### src/inc/link_resolution_status_params.svh
`ifndef LINK_RESOLUTION_STATUS_PARAMS_SVH
`define LINK_RESOLUTION_STATUS_PARAMS_SVH

// register addresses on the management port
`define ADDR_LINK_STATUS 5'h11
`define ADDR_EVENT_ENABLE 5'h12
`define ADDR_EVENT_STATUS 5'h13
`define ADDR_GEN_CONFIG 5'h14

// status word field positions
`define POS_SPEED_HI 15
`define POS_SPEED_LO 14
`define POS_DUPLEX 13
`define POS_PAGE 12
`define POS_SETTLED 11
`define POS_LINK 10
`define POS_XOVER_CD 9
`define POS_XOVER_AB 8
`define POS_GIG_MASKED 7
`define POS_SLEEP 6
`define POS_POL_HI 5
`define POS_POL_LO 2
`define POS_POL10 1
`define POS_JABBER 0

// general configuration field
`define POS_IRQ_POLARITY 13

// reset values
`define RST_ENABLES 16'h0000
`define RST_GEN_CONFIG 16'h0000

`endif

### src/inc/link_resolution_status_pkg.sv
package link_resolution_status_pkg;

    typedef enum logic [1:0] {
        SPEED_10M,
        SPEED_100M,
        SPEED_1000M,
        SPEED_RSVD
    } link_speed_t;

    // resolved state from the link state machines
    typedef struct packed {
        link_speed_t speed;
        logic fullDuplex;
        logic negotiationSettled;
        logic linkUp;
        logic crossoverPairsCd;
        logic crossoverPairsAb;
        logic gigAbilityMasked;
        logic sleeping;
        logic [3:0] channelPolarityReversed;
        logic polarity10Normal;
        logic overlongTxDetected;
    } link_state_t;

    // management port request
    typedef struct packed {
        logic rdStrobe;
        logic wrStrobe;
        logic [4:0] addr;
        logic [15:0] wrData;
    } mgmt_req_t;

endpackage : link_resolution_status_pkg

### src/hw/event_latch.sv
`timescale 1ns/1ps
`include "link_resolution_status_params.svh"

module event_latch
    import link_resolution_status_pkg::*;
#(
    parameter int WIDTH = 16
) (
    // clock and reset
    input wire logic ref_clk,
    input wire logic arst_n,
    // events and clear
    input wire logic [WIDTH-1:0] eventPulse,
    input wire logic [WIDTH-1:0] clearMask,
    // latched flags
    output logic [WIDTH-1:0] flags
);

    logic [WIDTH-1:0] next_flags;

    // set wins over a clear in the same cycle
    assign next_flags = (flags & ~clearMask) | eventPulse;

    always_ff @(posedge ref_clk or negedge arst_n) begin
        if (!arst_n) begin
            flags <= '0;
        end else begin
            flags <= next_flags;
        end
    end

endmodule : event_latch

### src/hw/link_resolution_status_and_irq_enable_regs.sv
`timescale 1ns/1ps
`include "link_resolution_status_params.svh"

// Overview of operation
// bits 15-14 give speed: 00 10M, 01 100M, 10 1000M, 11 reserved
// bit 13 reads one for full duplex, zero for half
// bit 12 latches on page received, cleared by reading status
// bit 11 one when negotiation finished or disabled
// bit 10 shows link up
// bit 9 crossover of pairs C/D, bit 8 of pairs A/B
// bit 7 one while negotiating with gigabit abilities masked
// bit 6 one while sleeping
// bits 5-2 polarity reversed for channels D,C,B,A
// bit 1 one when 10M polarity normal (inverted sense)
// bit 0 one while jabber present
// interrupt only raised for events whose enable bit is set
// sixteen read-write enables, reset zero, bit 15 to bit 0
// event flags set regardless of enable, cleared on read
// config bit 13 selects pin polarity: zero high, one low
// interrupt stays asserted while any enabled flag is pending
module link_resolution_status_and_irq_enable_regs
    import link_resolution_status_pkg::*;
#(
    parameter int NUM_EVENTS = 16
) (
    // clock and reset
    input wire logic ref_clk,
    input wire logic arst_n,
    // management register port
    input wire mgmt_req_t mgmtReq,
    output logic [15:0] mgmtRdData,
    output logic mgmtRdValid,
    // resolved state and events, same clock domain
    input wire link_state_t linkState,
    input wire logic pageReceived,
    input wire logic [NUM_EVENTS-1:0] eventPulse,
    // interrupt pin and pending state
    output logic irqPin,
    output logic irqPending
);

    ////////////////////////////////////////////////////////////////////
    // address decode

    wire rdStatus;
    wire rdEvents;
    wire wrEnables;
    wire wrConfig;
    assign rdStatus = mgmtReq.rdStrobe && mgmtReq.addr == `ADDR_LINK_STATUS;
    assign rdEvents = mgmtReq.rdStrobe && mgmtReq.addr == `ADDR_EVENT_STATUS;
    assign wrEnables = mgmtReq.wrStrobe
        && mgmtReq.addr == `ADDR_EVENT_ENABLE;
    assign wrConfig = mgmtReq.wrStrobe && mgmtReq.addr == `ADDR_GEN_CONFIG;

    ////////////////////////////////////////////////////////////////////
    // writable registers

    logic [15:0] eventEnableRegister;
    logic [15:0] genConfig;

    always_ff @(posedge ref_clk or negedge arst_n) begin
        if (!arst_n) begin
            eventEnableRegister <= `RST_ENABLES;
            genConfig <= `RST_GEN_CONFIG;
        end else begin
            if (wrEnables) begin
                eventEnableRegister <= mgmtReq.wrData;
            end
            if (wrConfig) begin
                genConfig <= mgmtReq.wrData;
            end
        end
    end

    ////////////////////////////////////////////////////////////////////
    // latched flags: page flag and event flags share one latch

    logic [NUM_EVENTS:0] latched;
    wire [NUM_EVENTS:0] clearMask;
    wire [NUM_EVENTS-1:0] eventFlags;
    wire pageLatched;

    // a read of each register clears its own latched bits
    assign clearMask = {rdStatus, {NUM_EVENTS{rdEvents}}}; // see R3

    event_latch #(
        .WIDTH(NUM_EVENTS + 1)
    ) u_latch (
        .ref_clk(ref_clk),
        .arst_n(arst_n),
        .eventPulse({pageReceived, eventPulse}),
        .clearMask(clearMask),
        .flags(latched)
    );

    assign pageLatched = latched[NUM_EVENTS];
    assign eventFlags = latched[NUM_EVENTS-1:0];

    ////////////////////////////////////////////////////////////////////
    // status word assembly

    wire [15:0] statusWord;
    assign statusWord = {
        linkState.speed,
        linkState.fullDuplex,
        pageLatched,
        linkState.negotiationSettled,
        linkState.linkUp,
        linkState.crossoverPairsCd,
        linkState.crossoverPairsAb,
        linkState.gigAbilityMasked,
        linkState.sleeping,
        linkState.channelPolarityReversed,
        linkState.polarity10Normal,
        linkState.overlongTxDetected
    };

    wire [15:0] next_rdData;
    assign next_rdData =
        (mgmtReq.addr == `ADDR_LINK_STATUS) ? statusWord :
        (mgmtReq.addr == `ADDR_EVENT_ENABLE) ? eventEnableRegister :
        (mgmtReq.addr == `ADDR_EVENT_STATUS) ? eventFlags :
        (mgmtReq.addr == `ADDR_GEN_CONFIG) ? genConfig : 16'h0000;

    // read data registered: one cycle after the strobe
    always_ff @(posedge ref_clk or negedge arst_n) begin
        if (!arst_n) begin
            mgmtRdData <= 16'h0000;
            mgmtRdValid <= 1'b0;
        end else begin
            mgmtRdValid <= mgmtReq.rdStrobe;
            if (mgmtReq.rdStrobe) begin
                mgmtRdData <= next_rdData;
            end
        end
    end

    ////////////////////////////////////////////////////////////////////
    // interrupt output

    wire anyPending;
    // level, not pulse, so a missed edge cannot lose an interrupt
    assign anyPending = |(eventFlags & eventEnableRegister); // see R12

    always_ff @(posedge ref_clk or negedge arst_n) begin
        if (!arst_n) begin
            irqPending <= 1'b0;
            irqPin <= 1'b0;
        end else begin
            irqPending <= anyPending;
            irqPin <= anyPending ^ genConfig[`POS_IRQ_POLARITY];
        end
    end

    ////////////////////////////////////////////////////////////////////
    // checks

    chk_page_clear_read: assert property (
        @(posedge ref_clk) disable iff (!arst_n)
        (rdStatus && !pageReceived) |=> !pageLatched
    ) else $error("page flag not cleared by status read");

    chk_page_hold: assert property (
        @(posedge ref_clk) disable iff (!arst_n)
        pageReceived |=> pageLatched
    ) else $error("page flag not latched");

    chk_flag_set_masked: assert property (
        @(posedge ref_clk) disable iff (!arst_n)
        (eventPulse & ~eventEnableRegister) != '0
            |=> (eventFlags & $past(eventPulse)) == $past(eventPulse)
    ) else $error("event flag not set while disabled");

    chk_enable_write: assert property (
        @(posedge ref_clk) disable iff (!arst_n)
        wrEnables |=> eventEnableRegister == $past(mgmtReq.wrData)
    ) else $error("enable register write lost");

    chk_irq_gating: assert property (
        @(posedge ref_clk) disable iff (!arst_n)
        (eventEnableRegister == 16'h0000) |=> !irqPending
    ) else $error("interrupt raised with no enables");

    chk_irq_level: assert property (
        @(posedge ref_clk) disable iff (!arst_n)
        |(eventFlags & eventEnableRegister) |=> irqPending
    ) else $error("interrupt not asserted for pending event");

    chk_irq_polarity: assert property (
        @(posedge ref_clk) disable iff (!arst_n)
        ##1 irqPin == (irqPending ^ $past(genConfig[13]))
    ) else $error("interrupt pin polarity wrong");

    chk_status_speed: assert property (
        @(posedge ref_clk) disable iff (!arst_n)
        rdStatus |=> mgmtRdData[15:14] == $past(linkState.speed)
    ) else $error("speed field wrong");

    chk_status_bits: assert property (
        @(posedge ref_clk) disable iff (!arst_n)
        rdStatus |=> mgmtRdData[13] == $past(linkState.fullDuplex)
            && mgmtRdData[1] == $past(linkState.polarity10Normal)
            && mgmtRdData[0] == $past(linkState.overlongTxDetected)
    ) else $error("status bits wrong");

    chk_status_settled: assert property (
        @(posedge ref_clk) disable iff (!arst_n)
        rdStatus |=> mgmtRdData[`POS_SETTLED]
            == $past(linkState.negotiationSettled)
    ) else $error("settled bit wrong");

    chk_status_link: assert property (
        @(posedge ref_clk) disable iff (!arst_n)
        rdStatus |=> mgmtRdData[`POS_LINK] == $past(linkState.linkUp)
    ) else $error("link bit wrong");

    chk_status_xover: assert property (
        @(posedge ref_clk) disable iff (!arst_n)
        rdStatus |=>
            mgmtRdData[`POS_XOVER_CD] == $past(linkState.crossoverPairsCd)
            && mgmtRdData[`POS_XOVER_AB] == $past(linkState.crossoverPairsAb)
    ) else $error("crossover bits wrong");

    chk_status_gig_mask: assert property (
        @(posedge ref_clk) disable iff (!arst_n)
        rdStatus |=> mgmtRdData[`POS_GIG_MASKED]
            == $past(linkState.gigAbilityMasked)
    ) else $error("gigabit mask bit wrong");

    chk_status_sleep: assert property (
        @(posedge ref_clk) disable iff (!arst_n)
        rdStatus |=> mgmtRdData[`POS_SLEEP] == $past(linkState.sleeping)
    ) else $error("sleep bit wrong");

    chk_status_polarity: assert property (
        @(posedge ref_clk) disable iff (!arst_n)
        rdStatus |=> mgmtRdData[`POS_POL_HI:`POS_POL_LO]
            == $past(linkState.channelPolarityReversed)
    ) else $error("channel polarity bits wrong");

    chk_page_sticky: assert property (
        @(posedge ref_clk) disable iff (!arst_n)
        pageLatched && !rdStatus |=> pageLatched
    ) else $error("page flag dropped without a read");

    chk_page_quiet: assert property (
        @(posedge ref_clk) disable iff (!arst_n)
        !pageLatched && !pageReceived |=> !pageLatched
    ) else $error("page flag set without a page");

    chk_page_event_read: assert property (
        @(posedge ref_clk) disable iff (!arst_n)
        rdEvents && !pageReceived |=> pageLatched == $past(pageLatched)
    ) else $error("event read touched page flag");

    chk_event_sticky: assert property (
        @(posedge ref_clk) disable iff (!arst_n)
        !rdEvents |=> (eventFlags & $past(eventFlags)) == $past(eventFlags)
    ) else $error("event flag dropped without a read");

    chk_event_read_clear: assert property (
        @(posedge ref_clk) disable iff (!arst_n)
        rdEvents |=> eventFlags == $past(eventPulse)
    ) else $error("event read did not clear flags");

    chk_event_quiet: assert property (
        @(posedge ref_clk) disable iff (!arst_n)
        eventPulse == '0 |=> (eventFlags & ~$past(eventFlags)) == '0
    ) else $error("event flag set without an event");

    chk_event_status_read: assert property (
        @(posedge ref_clk) disable iff (!arst_n)
        rdStatus && eventPulse == '0 |=> eventFlags == $past(eventFlags)
    ) else $error("status read touched event flags");

    chk_enable_hold: assert property (
        @(posedge ref_clk) disable iff (!arst_n)
        !wrEnables |=> $stable(eventEnableRegister)
    ) else $error("enable register changed without a write");

    chk_enable_read: assert property (
        @(posedge ref_clk) disable iff (!arst_n)
        mgmtReq.rdStrobe && mgmtReq.addr == `ADDR_EVENT_ENABLE
            |=> mgmtRdData == $past(eventEnableRegister)
    ) else $error("enable register read wrong");

    chk_irq_clear: assert property (
        @(posedge ref_clk) disable iff (!arst_n)
        (eventFlags & eventEnableRegister) == '0 |=> !irqPending
    ) else $error("interrupt held with nothing pending");

    chk_irq_masked_event: assert property (
        @(posedge ref_clk) disable iff (!arst_n)
        (eventPulse & eventEnableRegister) == '0 && !wrEnables
            && (eventFlags & eventEnableRegister) == '0 |=> ##1 !irqPending
    ) else $error("interrupt raised by a disabled event");

    chk_irq_enabled_event: assert property (
        @(posedge ref_clk) disable iff (!arst_n)
        (eventPulse & eventEnableRegister) != '0 && !wrEnables
            |=> ##1 irqPending
    ) else $error("enabled event raised no interrupt");

    chk_valid_after_read: assert property (
        @(posedge ref_clk) disable iff (!arst_n)
        mgmtReq.rdStrobe |=> mgmtRdValid
    ) else $error("read answer missing");

    chk_rd_data_hold: assert property (
        @(posedge ref_clk) disable iff (!arst_n)
        !mgmtReq.rdStrobe |=> $stable(mgmtRdData)
    ) else $error("read data changed without a read");

    chk_pin_follows: assert property (
        @(posedge ref_clk) disable iff (!arst_n)
        $stable(genConfig) |->
            irqPin == (irqPending ^ genConfig[`POS_IRQ_POLARITY])
    ) else $error("interrupt pin disagrees with pending and polarity");

    chk_config_write: assert property (
        @(posedge ref_clk) disable iff (!arst_n)
        wrConfig |=> genConfig == $past(mgmtReq.wrData)
    ) else $error("configuration write lost");

endmodule : link_resolution_status_and_irq_enable_regs

### config.mk
export PLATFORM = sky130hd
export DESIGN_NAME = link_resolution_status_and_irq_enable_regs
export DESIGN_NICKNAME = d
export VERILOG_FILES = /design/src/inc/link_resolution_status_pkg.sv /design/src/hw/event_latch.sv /design/src/hw/link_resolution_status_and_irq_enable_regs.sv
export VERILOG_INCLUDE_DIRS = /design/src /design/src/inc
export SDC_FILE = /design/constraint.sdc
export NUM_CORES = 1
export LEC_CHECK = 0
export BUFFER_PORTS_ARGS = -buffer_cell sky130_fd_sc_hd__buf_2
export CORE_UTILIZATION = 37
export DETAILED_ROUTE_END_ITERATION = 8
export GPL_ROUTABILITY_DRIVEN = 0
export PLACE_DENSITY = 0.68
export SYNTH_ARGS = -nofsm -noshare
export SYNTH_HDL_FRONTEND = slang
export SYNTH_SLANG_ARGS = --single-unit
export TNS_END_PERCENT = 5
### constraint.sdc
create_clock -name ref_clk -period 1.3 [get_ports ref_clk]
set_input_delay 0.26 -clock ref_clk [delete_from_list [all_inputs] [get_ports ref_clk]]
set_output_delay 0.26 -clock ref_clk [all_outputs]
set_load 0.01 [all_outputs]
Word-level counts from Yosys, hierarchy flattened. Cells that the tools add are included.

Multiplexer cells: 4. $mul: 0. $lt $le $gt $ge: 0. Eq/ne operators: 4. Bitwise gates (word level): 5. Add/sub/neg operators: 0. Divide/modulo/power cells: 0. Reduce and logical (&&, ||, !) cells: 5. Shift operators: 0.

Operator list (count): $mux 16 (4); $eq 5x5->1 const B (4); $and 17x17->17 (1); $not 17->17 (1); $or 17x17->17 (1); $and 16x16->16 (1); $reduce_or 16->1 (1); $logic_and 1x1->1 (4); $xor 1x1->1 (1).

Bits in read-only memories: 0. Input port bits: 57. Bits in writable memories: 0. Memories kept: 0. Bits in latches: 0. Bits in registers: 68. Output and inout bits: 19. Logic and storage cells: 25.

Longest topological paths before layout.
Word-level depth: 5. Mapped depth: 7.

Cells and area by module. Synthesis repeated with hierarchy kept, for this count alone.

Cell total of the unflattened synthesis: 233. Area, all modules: 3002.9 um^2.

By module, submodules not included: link_resolution_status_and_irq_enable_regs (sequential area each 1276.2 um^2, area each 2386.0 um^2, cells each 182, instances 1); event_latch (sequential area each 425.4 um^2, area each 616.8 um^2, cells each 51, instances 1).

Worst setup path before layout. No wires, ideal clock.

Path type: input -> register. From: in mgmtReq[18] in the netlist's numbering. To: reg mgmtRdData[14]. Stages on the path: 7. Slack: -367 ps. Required time: 1176 ps. Library setup time: 124 ps. Data arrival time: 1543 ps. Cells stage by stage: or3b_1 buf_2 or3_1 buf_2 buf_6 o22ai_1 nor2_1.

Cells in the longest elaborated chain, start to end: 5.

Ends and longest elaborated chain: start, declared (RTL line link_resolution_status_and_irq_enable_regs.sv:30) `input wire mgmt_req_t mgmtReq,`; $eq 5x5->1 (no source line); $mux 16 (RTL line link_resolution_status_and_irq_enable_regs.sv:123) `` (mgmtReq.addr == `ADDR_GEN_CONFIG) ? genConfig : 16'h0000; ``; $mux 16 (RTL line link_resolution_status_and_irq_enable_regs.sv:122) `` (mgmtReq.addr == `ADDR_EVENT_STATUS) ? eventFlags : ``; $mux 16 (RTL line link_resolution_status_and_irq_enable_regs.sv:121) `` (mgmtReq.addr == `ADDR_EVENT_ENABLE) ? eventEnableRegister : ``; $mux 16 (*) (RTL line link_resolution_status_and_irq_enable_regs.sv:120) `` (mgmtReq.addr == `ADDR_LINK_STATUS) ? statusWord : ``; end signal, assigned (RTL line link_resolution_status_and_irq_enable_regs.sv:133) `mgmtRdData <= next_rdData;`; end, declared (RTL line link_resolution_status_and_irq_enable_regs.sv:31) `output logic [15:0] mgmtRdData,`.

Every way passes the cells marked *; elsewhere a longest branch is shown, timed or not. A chain may end at the register's enable or synchronous reset.

Worst setup path after layout.
From: reg eventEnableRegister[13]. To: reg irqPin.

Cells in the longest elaborated chain, start to end: 3.

Ends and longest elaborated chain: start, declared (RTL line link_resolution_status_and_irq_enable_regs.sv:58) `logic [15:0] eventEnableRegister;`; start signal, assigned (RTL line link_resolution_status_and_irq_enable_regs.sv:63) `` eventEnableRegister <= `RST_ENABLES; ``; start signal, assigned (RTL line link_resolution_status_and_irq_enable_regs.sv:67) `eventEnableRegister <= mgmtReq.wrData;`; $and 16x16->16 (RTL line link_resolution_status_and_irq_enable_regs.sv:143) `assign anyPending = |(eventFlags & eventEnableRegister);`; $reduce_or 16->1 (RTL line link_resolution_status_and_irq_enable_regs.sv:143); via anyPending (RTL line link_resolution_status_and_irq_enable_regs.sv:141) `wire anyPending;`; $xor 1x1->1 (RTL line link_resolution_status_and_irq_enable_regs.sv:151) `` irqPin <= anyPending ^ genConfig[`POS_IRQ_POLARITY]; ``; end signal, assigned (RTL line link_resolution_status_and_irq_enable_regs.sv:151); end, declared (RTL line link_resolution_status_and_irq_enable_regs.sv:38) `output logic irqPin,`.

The timed path passes the listed nets, and every way through them passes these cells.

==> reports/results.ini <==
[critical_path]
crit_buf_inv=0
cp.arrival_ps=1650
cp_max_fo=2
crit_chain=a22o_1, a221oi_2, nand4_1, xor2_1
start_kind=flop
cp-startpoint=eventEnableRegister[13]
worst_ep_required_time_ps=1530
crit_type=reg2reg
crit_family=compound AO/OA/AOI/OAI gates
r2r_slack_ps=-120
r2r_start=eventEnableRegister[13]
crit_slowest_cell=dfrtp_1
end_kind=flop
slowest_delay_ps=400

[finish]
syn_to_final_growth_pct=39.21
layout.nets=422
antenna_cells=0
drive_gt1_share_pct=50.00
fillers=708
final_area_mm2=0.004149

[clock_network]
cts_tree=built
clk_latency_ps=350
ctsRootBufferMaster=clkbuf_8
htree_levels=3
cts_num_sinks=68
cts.clk_slew.worst_paths_ps=70
clk_path_buf_depth=2
numCtsBuffers=9

[hold_path]
worstHoldPathType=in2reg
worstHoldStart=eventPulse[6]

[floorplan]
die_h_um=91.75
die-area_mm2=0.008418
initial_core_util_pct=38.37
core_region_area_mm2=0.007767
die_w_um=91.75
placementRows=32
io_pins=76

[logic_synthesis]
yosysSeqAreaShare_pct=57.09
syn_avg_cell_area_um2=11.83
ys_types=24
syn_area_mm2=0.002980
synth_seq_cells=68
yosysWarnings=0
synth_cells=252
synth.net_count=309

[detailed_routing]
vias=2391
vias_per_cell=5.066
wl_per_cell_um=15.66
drc=0
first_iter_violations=118
wl_um=7391
firstDrtPassIters=4
drtAntennaViolNets=0

[pwr]
ir_drop_mv=0.6765
total_power_w=0.005513
p_per_area_mw_per_mm2=1329
p_leak_nw=2.007

[sta]
worstMarginPinSlew_ps=363.4
final.period_utilization_pct=109.3
maxSlewHeadroom_pct=75.77
rsz0062_at_grt=true
finClkSkew_ps=6.210
final_hold_viol_count=0
min_period_ps=1421
slew_viol_final=0
layout_setup_ws_ps=-120.9
maxClockFrequency_ghz=0.7038
setup_viol=1

[global_routing]
grt_antenna_before_repair=0
grt_start_max_net_pins=69
groute.usage.overall_pct=18.68
grt_overflow=0
grt_pass1_wl_um=12050
grt_pass1_vias=2387

[place]
hpwl_um=5495
port-buffer-count=75
placed_area_mm2=0.003851
place_ws_ps=-308.2

[outcome]
violations=setup timing
status=finished with violations

[run]
max_cap_violations=0

registers in the layout, summed over array words and instances, names as in the netlist:
signal	count
genConfig	16
mgmtRdData	16
u_latch.flags	17
irqPin	1
eventEnableRegister	16
mgmtRdValid	1
irqPending	1
power breakdown:
group          internal [W]  switching (W)
Combinational      0.000486       0.000373
Sequential          0.00237       0.000158
Clock               0.00133       0.000805
cell type report:
| type | count | area (um^2) | area share (%) |
|---|---|---|---|
| Tap cell | 102 | 127.6 | 3.076 |
| Timing Repair Buffer | 120 | 778.2 | 18.76 |
| Multi-Input combinational cell | 149 | 1229 | 29.61 |
| Inverter | 17 | 63.81 | 1.538 |
| Clock inverter | 6 | 111.4 | 2.684 |
| Clock buffer | 10 | 137.6 | 3.317 |
| Sequential cell | 68 | 1702 | 41.01 |
path summary, 6_finish.rpt:
kind                                     to  cells past startpoint
setup / recovery                     irqPin                      4
hold / removal             u_latch.flags[6]                      2
setup reg to reg                     irqPin                      4
hold reg to reg                      irqPin                      1
max in group asynchronous      genConfig[3]                      3
min in group asynchronous     genConfig[15]                      3
layout by cell type (no fill, tap or decap), drive strengths merged, types with 2 or more instances in the layout:
master,instances
buf,119
mux2,32
a21o,17
nand2,2
clkinv,2
clkbuf,10
a22o,4
dfrtp,68
o22ai,16
nor2,17
a211oi,32
a221oi,4
bufinv,3
inv,17
a21oi,16
metrics by stage:
stage / util [%] / instances / TNS [ps] / hold slack (ps)
6_report: 53.41 / 472 / -120.9 / 85.59
5_1_grt: 53.41 / 472 / -173.2 / 86.18
4_1_cts: 53.08 / 472 / -97.69 / 77.84
3_5_place_dp: 49.58 / 455 / -12630 / 311.5
3_3_place_gp: 49.58 / 455 / -11590 / 306.3
2_1_floorplan: - / 252 / -12620 / -35.59
Yosys cell counts:
cell	number	area (um^2)
buf_2	7	35.03
o22ai_1	16	100.1
nand2_1	2	7.510
or3_1	1	6.260
and2_1	1	6.260
mux2_2	32	360.4
buf_6	1	11.26
nand4_1	1	6.260
nor4b_4	1	23.77
a21o_1	17	127.6
a21oi_1	16	80.08
nand3_1	1	5.000
and4b_1	1	10.01
nor2_1	17	63.81
a221oi_1	4	35.03
inv_1	17	63.81
or3b_1	1	8.760
buf_1	1	3.750
dfrtp_1	68	1702
xor2_1	1	8.760
a22o_1	4	35.03
clkbuf_1	9	33.78
a211oi_1	32	240.2
nand2b_1	1	6.260
metal layers:
metal	global-route usage [%]	routed length, um	up-vias	share of wire, %
met5	0	0	-	0
met4	7.031	98	0	1.3
met3	3.648	354	7	4.8
met2	28.45	3370	65	46
met1	26.43	3567	1163	48
li1	-	-	1156	-
logic make-up after synthesis:
family / synth area share [%]
xor gates and xnor gates: 0.2939
buffers and inverters: 4.953
DFF: 57.09
muxes: 12.09
AOI/OAI and AO/OA: 20.74
and+or+nand+nor: 4.828
repair_timing:
item | 4_1_cts | 5_1_grt
endpoints found under the hold margin | 68 | 0
hold buffers | 1 | 0
pin swaps | 2 | 0
endpoints found under the setup margin | 2 | 5
gates resized for setup | 2 | 5
buffers inserted | 0 | 0
(Power assumes the default switching activity.)
